<file path="config.mk">
export PLATFORM = sky130hd
export DESIGN_NAME = ascii_display_entry_controller
export DESIGN_NICKNAME = d
export VERILOG_FILES = /design/src/rtl/disp_entry_pkg.sv /design/src/rtl/pin_sync.sv /design/src/rtl/entry_fifo.sv /design/src/rtl/ascii_display_entry_controller.sv
export SDC_FILE = /design/constraint.sdc
export NUM_CORES = 2
export LEC_CHECK = 0
export BUFFER_PORTS_ARGS = -buffer_cell sky130_fd_sc_hd__buf_2
export CORE_MARGIN = 1
export CORE_UTILIZATION = 35
export CTS_CLUSTER_SIZE = 10
export DETAILED_ROUTE_END_ITERATION = 10
export MAX_ROUTING_LAYER = met4
export PLACE_DENSITY = 0.58
export SYNTH_ARGS = -nofsm -noshare
export SYNTH_HDL_FRONTEND = slang
export SYNTH_HIERARCHICAL = 1
export SYNTH_SLANG_ARGS = --single-unit
</file>
<file path="constraint.sdc">
create_clock -name CORE_CLK_I -period 7.7 [get_ports CORE_CLK_I]
set_input_delay 0.385 -clock CORE_CLK_I [delete_from_list [all_inputs] [get_ports CORE_CLK_I]]
set_output_delay 0.385 -clock CORE_CLK_I [all_outputs]
set_load 0.02 [all_outputs]
</file>
<file path="src/rtl/disp_entry_pkg.sv">
/*
  shared constants and types of the ascii display entry controller:
  control word fields, entry mode codes, command codes, reset values and timing.
  assumes a single 20 MHz core clock.
*/
package disp_entry_pkg;

  localparam int CLK_MHZ        = 20;
  localparam int READY_LOW_US   = 25;
  localparam int READY_LOW_CYC  = READY_LOW_US * CLK_MHZ;
  localparam int MRST_MS        = 50;
  localparam int MRST_CYC       = MRST_MS * 1000 * CLK_MHZ;
  localparam int SETTLE_CYC     = 4;
  localparam int DV_HALF_NS     = 1000;
  localparam int DV_HALF_CYC    = (DV_HALF_NS * CLK_MHZ + 999) / 1000;
  localparam int TMR_W          = $clog2(READY_LOW_CYC);

  localparam int MEM_DEPTH      = 48;
  localparam int RAM_MAX_LEN    = 32;
  localparam int DUMP_WORDS     = 34;
  localparam int OUT_FIFO_DEPTH = 8;

  // control word field positions
  localparam int WORD_TYPE_BIT  = 7;
  localparam int MODE_HI        = 6;
  localparam int MODE_LO        = 5;
  localparam int LEN_HI         = 3;

  typedef enum logic [1:0] {
    MODE_RAM   = 2'h0,
    MODE_LEFT  = 2'h1,
    MODE_RIGHT = 2'h2,
    MODE_BLOCK = 2'h3
  } entry_mode_t;

  localparam logic [3:0] LEN_CODE_MAX     = 4'hb;
  localparam logic [3:0] LEN_CODE_MAX_RAM = 4'h7;
  localparam logic [3:0] RESET_LEN_CODE   = 4'h7;
  localparam logic [5:0] RESET_LEN        = 6'h20;
  localparam logic [5:0] RESET_CADDR      = 6'h10;
  localparam logic [5:0] CURSOR_OFFSCREEN = 6'h30;

  localparam logic [6:0] CH_SPACE         = 7'h20;
  localparam logic [6:0] FONT_LO          = 7'h20;
  localparam logic [6:0] FONT_HI          = 7'h5f;
  localparam logic [6:0] CMD_CLEAR        = 7'h0c;
  localparam logic [6:0] CMD_BACKSPACE    = 7'h08;
  localparam logic [6:0] CMD_CURSOR_RIGHT = 7'h09;
  localparam logic [6:0] CMD_INSERT       = 7'h0e;
  localparam logic [6:0] CMD_DELETE       = 7'h7f;

  // synchroniser idle: {master reset n, reduced font, chip select n, addr, data}
  localparam logic [15:0] PIN_IDLE        = 16'ha000;

endpackage : disp_entry_pkg

</file>
<file path="src/rtl/pin_sync.sv">
/*
  two flip-flop synchroniser for a bundle of pins.
  assumes each bit is a slow level; bundle skew is absorbed by the caller's settle delay.
*/
module pin_sync #(
  parameter int             W    = 1,
  parameter logic [W-1:0]   IDLE = '0
)(
  input  wire logic         core_clk_i,
  input  wire logic         resetn_i,
  input  wire logic [W-1:0] pin_i,
  output logic      [W-1:0] sync_o
);

  typedef struct packed {
    logic [W-1:0] s1;
    logic [W-1:0] s2;
  } sync_state_t;

  sync_state_t s_q;
  sync_state_t s_d;

  always_comb
  begin
    s_d.s1 = pin_i;
    s_d.s2 = s_q.s1;
  end

  always_ff @(posedge core_clk_i)
  begin
    if (!resetn_i)
      s_q <= '{s1: IDLE, s2: IDLE};
    else
      s_q <= s_d;
  end

  assign sync_o = s_q.s2;

endmodule : pin_sync

</file>
<file path="src/rtl/entry_fifo.sv">
/*
  small flip-flop fifo with valid/ready on both sides.
  assumes one clock, synchronous active low reset.
*/
module entry_fifo #(
  parameter int WIDTH = 8,
  parameter int DEPTH = 8
)(
  input  wire logic             core_clk_i,
  input  wire logic             resetn_i,
  input  wire logic             in_valid_i,
  output logic                  in_ready_o,
  input  wire logic [WIDTH-1:0] in_data_i,
  output logic                  out_valid_o,
  input  wire logic             out_ready_i,
  output logic      [WIDTH-1:0] out_data_o
);

  localparam int AW = $clog2(DEPTH);

  typedef struct packed {
    logic [DEPTH-1:0][WIDTH-1:0] mem;
    logic [AW-1:0]               wr;
    logic [AW-1:0]               rd;
    logic [AW:0]                 cnt;
  } fifo_state_t;

  fifo_state_t s_q;
  fifo_state_t s_d;
  logic        push;
  logic        pop;

  assign in_ready_o  = (s_q.cnt != (AW+1)'(DEPTH));
  assign out_valid_o = (s_q.cnt != '0);
  assign out_data_o  = s_q.mem[s_q.rd];

  always_comb
  begin
    s_d  = s_q;
    push = in_valid_i && in_ready_o;
    pop  = out_valid_o && out_ready_i;
    if (push)
    begin
      s_d.mem[s_q.wr] = in_data_i;
      s_d.wr          = (s_q.wr == AW'(DEPTH-1)) ? '0 : s_q.wr + 1'b1;
    end
    if (pop)
      s_d.rd = (s_q.rd == AW'(DEPTH-1)) ? '0 : s_q.rd + 1'b1;
    if (push && !pop)
      s_d.cnt = s_q.cnt + 1'b1;
    else if (pop && !push)
      s_d.cnt = s_q.cnt - 1'b1;
  end

  always_ff @(posedge core_clk_i)
  begin
    if (!resetn_i)
      s_q <= '{mem: '0, wr: '0, rd: '0, cnt: '0};
    else
      s_q <= s_d;
  end

endmodule : entry_fifo

</file>
<file path="src/rtl/ascii_display_entry_controller.sv">
/*
  entry logic of an alphanumeric display controller: host word port, four entry modes,
  character memory, cursor, refresh-gap data dump and master reset.
  assumes a 20 MHz core clock, host pins asynchronous, refresh gap pulse on the core clock.
*/
module ascii_display_entry_controller
  import disp_entry_pkg::*;
#(
  parameter int MRST_CYCLES = MRST_CYC,
  parameter int FIFO_DEPTH  = OUT_FIFO_DEPTH
)(
  input  wire logic       CORE_CLK_I,
  input  wire logic       RESETN_I,
  input  wire logic       CHIP_SELECT_N_I,
  input  wire logic [7:0] DATA_IN_I,
  input  wire logic [4:0] ADDR_IN_I,
  input  wire logic       MASTER_RESET_N_I,
  input  wire logic       REDUCED_FONT_I,
  input  wire logic       REFRESH_GAP_I,
  input  wire logic [5:0] DISP_POS_I,
  output logic            READY_O,
  output logic      [7:0] DATA_OUT_O,
  output logic            DATA_VALID_N_O,
  output logic      [6:0] DISP_CHAR_O,
  output logic      [1:0] ENTRY_MODE_O,
  output logic      [5:0] DISPLAY_LEN_O,
  output logic      [5:0] CURSOR_ADDR_O,
  output logic            CURSOR_SHOWN_O,
  output logic            INSERT_ACTIVE_O
);

  localparam int MRW = $clog2(MRST_CYCLES + 1);

  typedef enum logic [2:0] {S_INIT, S_IDLE, S_SETTLE, S_EXEC, S_READY_LOW} ctl_state_t;

  typedef struct packed {
    ctl_state_t                  st;
    logic [MEM_DEPTH-1:0][6:0]   mem;
    entry_mode_t                 mode;
    logic [3:0]                  lc;
    logic [5:0]                  len;
    logic [5:0]                  cur;
    logic                        ins;
    logic                        cs_prev;
    logic [7:0]                  w;
    logic [4:0]                  a;
    logic [TMR_W-1:0]            tmr;
    logic [MRW-1:0]              mrst_cnt;
    logic                        mrst_done;
    logic [5:0]                  caddr;
    logic [6:0]                  disp;
    logic                        dumping;
    logic [5:0]                  didx;
    logic [5:0]                  dlast;
    logic                        pbusy;
    logic [7:0]                  pcnt;
    logic                        dv_n;
    logic [7:0]                  dout;
    logic [15:0]                 rlc;
  } core_state_t;

  localparam core_state_t RST = '{st: S_INIT, mem: {MEM_DEPTH{CH_SPACE}}, mode: MODE_LEFT,
    lc: RESET_LEN_CODE, len: RESET_LEN, cur: '0, ins: 1'b0, cs_prev: 1'b1, w: '0, a: '0,
    tmr: TMR_W'(SETTLE_CYC - 1), mrst_cnt: '0, mrst_done: 1'b0, caddr: RESET_CADDR, disp: CH_SPACE,
    dumping: 1'b0, didx: '0, dlast: '0, pbusy: 1'b0, pcnt: '0, dv_n: 1'b1, dout: '0, rlc: '0};

  core_state_t s_q;
  core_state_t s_d;
  logic [15:0] pins;
  logic        mrn;
  logic        rfont;
  logic        cs_n;
  logic [4:0]  ain;
  logic [7:0]  din;
  logic [6:0]  c;
  logic        font_ok;
  logic        is_cmd;
  logic        full;
  logic        f_in_ready;
  logic        f_out_valid;
  logic [7:0]  f_out_data;
  logic [7:0]  dump_word;
  logic [6:0]  idx;

  // host pins are asynchronous; everything reads the second stage only
  pin_sync #(.W(16), .IDLE(PIN_IDLE)) u_sync (
    .core_clk_i (CORE_CLK_I),
    .resetn_i   (RESETN_I),
    .pin_i      ({MASTER_RESET_N_I, REDUCED_FONT_I, CHIP_SELECT_N_I, ADDR_IN_I, DATA_IN_I}),
    .sync_o     (pins)
  );
  assign {mrn, rfont, cs_n, ain, din} = pins;

  // dump words queue here so the slow data-valid pacing never stalls entry handling
  entry_fifo #(.WIDTH(8), .DEPTH(FIFO_DEPTH)) u_fifo (
    .core_clk_i  (CORE_CLK_I),
    .resetn_i    (RESETN_I),
    .in_valid_i  (s_q.dumping),
    .in_ready_o  (f_in_ready),
    .in_data_i   (dump_word),
    .out_valid_o (f_out_valid),
    .out_ready_i (!s_q.pbusy),
    .out_data_o  (f_out_data)
  );

  function automatic logic ctrl_ok(input logic [7:0] w);
    ctrl_ok = (w[LEN_HI:0] <= LEN_CODE_MAX) &&
              ((entry_mode_t'(w[MODE_HI:MODE_LO]) != MODE_RAM) || (w[LEN_HI:0] <= LEN_CODE_MAX_RAM));
  endfunction : ctrl_ok

  function automatic logic [5:0] len_of(input logic [3:0] lc);
    len_of = {lc + 4'h1, 2'b00};
  endfunction : len_of

  function automatic logic [6:0] map_idx(input entry_mode_t m, input logic [5:0] l, input logic [5:0] p);
    map_idx = (m == MODE_RIGHT) ? {1'b0, p} + 7'(MEM_DEPTH) - {1'b0, l} : {1'b0, p};
  endfunction : map_idx

  assign c       = s_q.w[6:0];
  assign font_ok = !rfont || (c >= FONT_LO && c <= FONT_HI);
  assign is_cmd  = (c == CMD_CLEAR) || (c == CMD_BACKSPACE) || (c == CMD_CURSOR_RIGHT) ||
                   (c == CMD_INSERT) || (c == CMD_DELETE);
  assign full    = (s_q.cur == s_q.len);

  always_comb
  begin
    s_d       = s_q;
    s_d.cs_prev = cs_n;
    s_d.rlc     = (s_q.st == S_IDLE) ? '0 : s_q.rlc + 1'b1;
    idx       = '0;
    dump_word = '0;
    case (s_q.st)
      S_INIT:
        // synchronisers leave reset holding idle, so the strap is only visible a few cycles later
        if (s_q.tmr != '0)
          s_d.tmr = s_q.tmr - 1'b1;
        else
        begin
          s_d.mem = {MEM_DEPTH{CH_SPACE}};
          s_d.cur = '0;
          s_d.ins = 1'b0;
          if (din[WORD_TYPE_BIT] && ctrl_ok(din))
          begin
            s_d.mode = entry_mode_t'(din[MODE_HI:MODE_LO]);
            s_d.lc   = din[LEN_HI:0];
          end
          else
          begin
            s_d.mode = MODE_LEFT;
            s_d.lc   = RESET_LEN_CODE;
          end
          s_d.len = len_of(s_d.lc);
          s_d.st  = S_IDLE;
        end
      S_IDLE:
        if (s_q.cs_prev && !cs_n)
        begin
          s_d.st  = S_SETTLE;
          s_d.tmr = TMR_W'(SETTLE_CYC - 1);
        end
      S_SETTLE:
        if (s_q.tmr == '0)
        begin
          // host still holds data and address here, long after the pin skew settles
          s_d.w  = din;
          s_d.a  = ain;
          s_d.st = S_EXEC;
        end
        else
          s_d.tmr = s_q.tmr - 1'b1;
      S_EXEC:
      begin
        s_d.st  = S_READY_LOW;
        s_d.tmr = TMR_W'(READY_LOW_CYC - 1);
        if (s_q.w[WORD_TYPE_BIT])
        begin
          if (ctrl_ok(s_q.w))
          begin
            s_d.mode = entry_mode_t'(s_q.w[MODE_HI:MODE_LO]);
            s_d.lc   = s_q.w[LEN_HI:0];
            s_d.len  = len_of(s_q.w[LEN_HI:0]);
            s_d.ins  = 1'b0;
            // addressed entry keeps memory; leaving it for left entry keeps the preloaded cursor
            if (!(s_d.mode == MODE_RAM || (s_q.mode == MODE_RAM && s_d.mode == MODE_LEFT)))
            begin
              s_d.mem = {MEM_DEPTH{CH_SPACE}};
              s_d.cur = '0;
            end
            else if (s_q.cur > s_d.len)
              s_d.cur = s_d.len;
          end
        end
        else
          case (s_q.mode)
            MODE_LEFT:
              if (c == CMD_CLEAR)
              begin
                s_d.mem = {MEM_DEPTH{CH_SPACE}};
                s_d.cur = '0;
                s_d.ins = 1'b0;
              end
              else if (c == CMD_BACKSPACE)
              begin
                if (s_q.cur != '0)
                  s_d.cur = s_q.cur - 1'b1;
                s_d.ins = 1'b0;
              end
              else if (full)
                s_d.cur = s_q.cur;
              else if (c == CMD_CURSOR_RIGHT)
              begin
                s_d.cur = s_q.cur + 1'b1;
                s_d.ins = 1'b0;
              end
              else if (c == CMD_DELETE)
              begin
                for (int i = 0; i < MEM_DEPTH - 1; i++)
                  if (6'(i) >= s_q.cur && 6'(i) < s_q.len - 1'b1)
                    s_d.mem[i] = s_q.mem[i+1];
                s_d.mem[s_q.len - 1'b1] = CH_SPACE;
                s_d.ins = 1'b0;
              end
              else if (c == CMD_INSERT)
                s_d.ins = !s_q.ins;
              else if (font_ok)
              begin
                if (s_q.ins)
                  for (int i = 1; i < MEM_DEPTH; i++)
                    if (6'(i) > s_q.cur && 6'(i) < s_q.len)
                      s_d.mem[i] = s_q.mem[i-1];
                s_d.mem[s_q.cur] = c;
                s_d.cur = s_q.cur + 1'b1;
              end
            MODE_RIGHT:
              if (c == CMD_CLEAR)
                s_d.mem = {MEM_DEPTH{CH_SPACE}};
              else if (c == CMD_BACKSPACE)
              begin
                for (int i = 1; i < MEM_DEPTH; i++)
                  s_d.mem[i] = s_q.mem[i-1];
                s_d.mem[0] = CH_SPACE;
              end
              else if (font_ok)
              begin
                for (int i = 0; i < MEM_DEPTH - 1; i++)
                  s_d.mem[i] = s_q.mem[i+1];
                s_d.mem[MEM_DEPTH-1] = c;
              end
            MODE_BLOCK:
              if (font_ok)
              begin
                s_d.mem[s_q.cur] = c;
                s_d.cur = (s_q.cur + 1'b1 >= s_q.len) ? '0 : s_q.cur + 1'b1;
              end
            MODE_RAM:
              if (font_ok && {1'b0, s_q.a} < s_q.len)
              begin
                s_d.mem[s_q.a] = c;
                s_d.cur = {1'b0, s_q.a} + 1'b1;
              end
            default:
              s_d.mode = MODE_LEFT;
          endcase
      end
      S_READY_LOW:
        if (s_q.tmr == '0)
          s_d.st = S_IDLE;
        else
          s_d.tmr = s_q.tmr - 1'b1;
      default:
        s_d.st = S_INIT;
    endcase
    if (s_d.mode == MODE_RIGHT)
      s_d.cur = s_d.len;
    // master reset: a glitch shorter than the hold time restarts the count
    if (mrn)
    begin
      s_d.mrst_cnt  = '0;
      s_d.mrst_done = 1'b0;
    end
    else if (!s_q.mrst_done)
    begin
      if (s_q.mrst_cnt == MRW'(MRST_CYCLES - 1))
      begin
        s_d.mrst_done = 1'b1;
        s_d.st        = S_INIT;
        s_d.tmr       = '0;
      end
      else
        s_d.mrst_cnt = s_q.mrst_cnt + 1'b1;
    end
    s_d.caddr = (s_d.mode == MODE_RIGHT) ? CURSOR_OFFSCREEN : CURSOR_OFFSCREEN - s_d.len + s_d.cur;
    idx       = map_idx(s_q.mode, s_q.len, DISP_POS_I);
    s_d.disp  = (idx < 7'(MEM_DEPTH)) ? s_q.mem[idx[5:0]] : CH_SPACE;
    // refresh-gap dump
    if (s_q.didx == '0)
      dump_word = {1'b1, s_q.mode, s_q.ins, s_q.lc};
    else if (s_q.didx == 6'h1)
      dump_word = {2'b00, s_q.caddr};
    else
    begin
      idx       = map_idx(s_q.mode, s_q.len, s_q.didx - 6'h2);
      dump_word = (idx < 7'(MEM_DEPTH)) ? {1'b0, s_q.mem[idx[5:0]]} : {1'b0, CH_SPACE};
    end
    if (!s_q.dumping && REFRESH_GAP_I)
    begin
      s_d.dumping = 1'b1;
      s_d.didx    = '0;
      s_d.dlast   = (s_q.len <= 6'(RAM_MAX_LEN)) ? 6'(DUMP_WORDS - 1) : '0;
    end
    else if (s_q.dumping && f_in_ready)
    begin
      if (s_q.didx == s_q.dlast)
        s_d.dumping = 1'b0;
      else
        s_d.didx = s_q.didx + 1'b1;
    end
    // data-valid pacing: data changes first, falling edge comes half a period later
    if (!s_q.pbusy && f_out_valid)
    begin
      s_d.pbusy = 1'b1;
      s_d.dout  = f_out_data;
      s_d.pcnt  = 8'(2 * DV_HALF_CYC - 1);
    end
    else if (s_q.pbusy)
    begin
      if (s_q.pcnt == 8'(DV_HALF_CYC))
        s_d.dv_n = 1'b0;
      if (s_q.pcnt == '0)
      begin
        s_d.dv_n  = 1'b1;
        s_d.pbusy = 1'b0;
      end
      else
        s_d.pcnt = s_q.pcnt - 1'b1;
    end
  end

  always_ff @(posedge CORE_CLK_I)
  begin
    if (!RESETN_I)
      s_q <= RST;
    else
      s_q <= s_d;
  end

  assign READY_O         = (s_q.st == S_IDLE);
  assign DATA_OUT_O      = s_q.dout;
  assign DATA_VALID_N_O  = s_q.dv_n;
  assign DISP_CHAR_O     = s_q.disp;
  assign ENTRY_MODE_O    = s_q.mode;
  assign DISPLAY_LEN_O   = s_q.len;
  assign CURSOR_ADDR_O   = s_q.caddr;
  assign CURSOR_SHOWN_O  = (s_q.mode == MODE_LEFT);
  assign INSERT_ACTIVE_O = s_q.ins;

  logic exec_left;

  assign exec_left = (s_q.st == S_EXEC) && !s_q.w[WORD_TYPE_BIT] && (s_q.mode == MODE_LEFT) && mrn;

  a_ready_width: assert property (@(posedge CORE_CLK_I) disable iff (!RESETN_I)
    $rose(READY_O) && $past(s_q.st) == S_READY_LOW |-> s_q.rlc == 16'(READY_LOW_CYC + SETTLE_CYC + 1))
    else $error("ready low time wrong");
  a_mode_load: assert property (@(posedge CORE_CLK_I) disable iff (!RESETN_I)
    s_q.st == S_EXEC && s_q.w[WORD_TYPE_BIT] && ctrl_ok(s_q.w) && mrn
    |=> s_q.mode == entry_mode_t'($past(s_q.w[MODE_HI:MODE_LO])) && s_q.len == len_of($past(s_q.w[LEN_HI:0])))
    else $error("control word not loaded");
  a_ctrl_reject: assert property (@(posedge CORE_CLK_I) disable iff (!RESETN_I)
    s_q.st == S_EXEC && s_q.w[WORD_TYPE_BIT] && !ctrl_ok(s_q.w) && mrn |=> $stable(s_q.mode) && $stable(s_q.len))
    else $error("invalid control word accepted");
  a_left_advance: assert property (@(posedge CORE_CLK_I) disable iff (!RESETN_I)
    exec_left && !full && !s_q.ins && !is_cmd && font_ok
    |=> s_q.cur == $past(s_q.cur) + 6'h1 && s_q.mem[$past(s_q.cur)] == $past(c))
    else $error("left entry write or advance wrong");
  a_left_clear: assert property (@(posedge CORE_CLK_I) disable iff (!RESETN_I)
    exec_left && c == CMD_CLEAR |=> s_q.cur == '0 && s_q.mem == {MEM_DEPTH{CH_SPACE}} && !s_q.ins)
    else $error("clear incomplete");
  a_backspace_move: assert property (@(posedge CORE_CLK_I) disable iff (!RESETN_I)
    exec_left && c == CMD_BACKSPACE && s_q.cur != '0
    |=> s_q.cur == $past(s_q.cur) - 6'h1 && $stable(s_q.mem) && !s_q.ins)
    else $error("backspace wrong");
  a_full_ignore: assert property (@(posedge CORE_CLK_I) disable iff (!RESETN_I)
    exec_left && full && c != CMD_BACKSPACE && c != CMD_CLEAR |=> $stable(s_q.mem) && $stable(s_q.cur))
    else $error("full display took input");
  a_insert_toggle: assert property (@(posedge CORE_CLK_I) disable iff (!RESETN_I)
    exec_left && !full && c == CMD_INSERT |=> s_q.ins != $past(s_q.ins))
    else $error("insert flag not toggled");
  a_right_cursor: assert property (@(posedge CORE_CLK_I) disable iff (!RESETN_I)
    s_q.mode == MODE_RIGHT |-> CURSOR_ADDR_O == CURSOR_OFFSCREEN)
    else $error("right entry cursor not off-screen");
  a_ram_range: assert property (@(posedge CORE_CLK_I) disable iff (!RESETN_I)
    s_q.st == S_EXEC && !s_q.w[WORD_TYPE_BIT] && s_q.mode == MODE_RAM && {1'b0, s_q.a} >= s_q.len && mrn
    |=> $stable(s_q.mem) && $stable(s_q.cur))
    else $error("out of range address written");

endmodule : ascii_display_entry_controller

</file>
==> metrics <==
max cap viols=0; setup TNS=0 ps; Final Cell Area=around 0.06 sq mm; post-placement cell count=~9200; main combinational cell family by area after synthesis=compound AO/OA/AOI/OAI gates; post-layout worst setup margin=~1700 ps; sw frac=0.373; Die Span X=~410 um; first-pass GRT wire length=460000 um; number of synthesized flops with an enable pin=0; Sink Count=~550; pwr dens=around 160 mW/mm^2; Hold WS=slightly below 40 ps; count leader, synth=nand2_1; FF+latch count, synth=547; RSZ-0062 raised after global routing=false; final cell count without fillers=approximately 9400; yosys warns=6; area grow syn2layout=6.34%; routed length per instance=34.7 um; CTS root buf=clkbuf_16; RePlAce Congestion=about 1.1; critical path type=flip-flop to flip-flop; global route overflow=0; core area=0.161 sq mm; Synth Area in Simple Gates=0.196; TritonCTS clock tree=done; crit path DAT=~6700 ps; gr busiest metal=met2; crit end category=flip-flop; mux contribution to synthesized area=0.177; via count=between 60000 and 70000; Clock Power Share=0.404; drt pass-1 iters=9; Lkg Pwr=about 21 nW; post-synthesis cell count=between 7000 and 8000; slew margin rel.=0.0476; initial core utilization=0.354; status=complete, no violations; Seq/Total Area, Yosys=0.192; setup violators final=0; cell taking the most area after synthesis=dfxtp_1; CTS buffer count=just under 80; crit-path max FO=48; met2 usage=0.535; row cnt=between 100 and 150; htree depth=3; top post-synthesis cells by area=dfxtp_1 19%, mux2i_1 9.6%, a21oi_1 7.0%, mux4_2 6.9%, nand2_1 5.5%; Routed Antenna Nets=0; port bufs=57; Worst Tran Pin Value=~1400 ps; DRC=0; final slew viol count=0; top_reg_cell synth=dfxtp_1; Hold Vio Cnt, Final=0; placed cell areas=roughly 0.058 sq mm; Startpoint Class=flip-flop; Final Cycle Share=0.784; Synth async-reset ratio=0; num ports=just under 60; complex-gate fraction of the synthesized area=0.328; Peak VDD IR=between 0.15 and 0.2 mV; initial antenna violation count=14; CTS Buffer Depth=3; DRT iter0 DRCs=between 10000 and 15000; nets=about 7200; full die area=0.165 sq mm; Post-Synth Adder-Cell Area=0.0180; met1 Use GR=0.489; gr usage total=0.390; worst min-delay path class=primary input to flip-flop; via-per-instance ratio=~7.2; Logic pwr share=0.254; top cells by count, synth=833 x nand2_1, 802 x a21oi_1, 738 x clkbuf_1; xor and xnor area share after synthesis=0.00917; Worst-Skew Late Latency=about 740 ps; Max Fclk=between 150 and 200 MHz; synthesized area per cell=about 7.3 sq um; WP data required=roughly 8300 ps; DP HPWL=220000 um; Period minus WS final=6030 ps; Net Switching=~3.5 mW; Syn Nets=between 7000 and 8000; synthesized area=around 0.057 sq mm; Reg power frac=0.342; met3 global-route usage=0.123; layout cell share with drive strength beyond 1=0.112; distinct cell type count after synthesis=about 130; Place WS=1990 ps; largest net degree at the start of global routing=164; Die Ht=approximately 410 um; Synth top area share=0.192; Total Wirelength=~320000 um; vias in the first global route=between 60000 and 70000; internal power=5.93 mW; clk slew on worst S/H paths=60 ps; clock skew=41.8 ps
[final cells by class]
| cell class | count | area [sq um] |
|---|---|---|
| flip-flops and latches | 547 | 11000 |
| inverters | 85 | 329 |
| well taps | 2160 | 2700 |
| clock buffers | 106 | 2170 |
| fillers | 16800 | 101000 |
| clock inverters | 27 | 420 |
| multi-input cells | 6126 | 42000 |
| diodes | 25 | 62.6 |
| repair buffers | 281 | 2140 |
[layout by cell type, fill, tap and decap left out, types with 26 or more instances in the layout]
cell,n
o21ai_0,518
o31ai_1,26
o21a_1,48
nor3_1,136
xnor2_1,34
o211ai_1,75
nand3_1,178
or2_2,26
a31oi_1,85
o22ai_1,196
inv_1,77
a21o_1,29
a21boi_0,27
a2bb2oi_1,32
mux4_2,176
clkbuf_16,77
nand2b_1,26
mux2_2,55
buf_4,198
a222oi_1,71
mux2i_1,544
and3_1,213
a221o_1,85
nor2_1,606
a221oi_1,85
o21ai_1,33
a22oi_1,172
nor2b_1,90
or3_1,47
a211oi_1,147
nand2_1,827
a21oi_1,800
ha_1,76
buf_2,56
dfxtp_1,532
o221ai_1,62
a22o_1,92
and2_1,57
[flip-flops by register name, summed over array words and instances, names as in the netlist]
name and flops:
s_q 403, u_fifo/s_q 74, u_sync/s_d 16, u_sync/sync_o 16, DATA_OUT_O 8, DISP_CHAR_O 7, c 7, CURSOR_ADDR_O 6
DISPLAY_LEN_O 6, ENTRY_MODE_O 2, DATA_VALID_N_O 1, INSERT_ACTIVE_O 1
[path summary, 6_finish.rpt]
check / startpoint / end / slack, ps / cells past startpoint
setup / recovery: c[0] / s_q[442] / 1670 / 11
hold / removal: REFRESH_GAP_I / s_q[46] / 40 / 3
setup reg to reg: c[0] / s_q[442] / 1670 / 11
hold reg to reg: u_sync/s_d[13] / u_sync/sync_o[13] / 410 / 1
[logic make-up (layout without fill, tap and decap cells)]
group,Yosys count,in the layout
AOI/OAI and AO/OA,2829,2829
xor gates and xnor gates,59,59
adders and majority gates,80,80
buffers and inverters,1117,499
DFF,547,547
muxes,781,781
other,0,25
and+or+nand+nor,2377,2377
[through the flow]
step                      power (mW)  utilization
final                           9.46        0.377
after global routing            9.67        0.377
after CTS                       9.36        0.377
after detailed placement        5.55        0.360
after global placement          5.53        0.360
after floorplan                 4.72            -
[critical path, stage by stage, from the launching register on]
cell and delay (ps):
dfxtp_4 520, inv_1 160, ha_1 140, and2_1 590, nand2_4 430, nor2_1 810
o311a_1 510, nand3_1 1130, nor2_1 1030, buf_4 350, o211ai_1 150, o221ai_1 110
[repair_timing]
action                    4_1_cts  5_1_grt
hold endpoints to repair       16        0
resized for setup               0        0
hold buffers                   16        0
buffers inserted                0        0
[routing by layer]
metal / vias to the layer above / share of wire
li1: 27900 / -
met1: 32100 / 0.38
met2: 5798 / 0.40
met3: 1337 / 0.14
met4: 0 / 0.076
met5: - / 0
[power groups by stage]
| stage | registers [mW] | logic, mW | clock network, mW |
|---|---|---|---|
| finish | 3.23 | 2.41 | 3.82 |
| global route | 3.24 | 2.48 | 3.95 |
| CTS | 3.21 | 2.30 | 3.86 |
| detailed placement | 3.27 | 2.28 | 0 |
| global placement | 3.27 | 2.27 | 0 |
| floorplan | 3.09 | 1.63 | 0 |
Power figures use the tool's default switching activity.
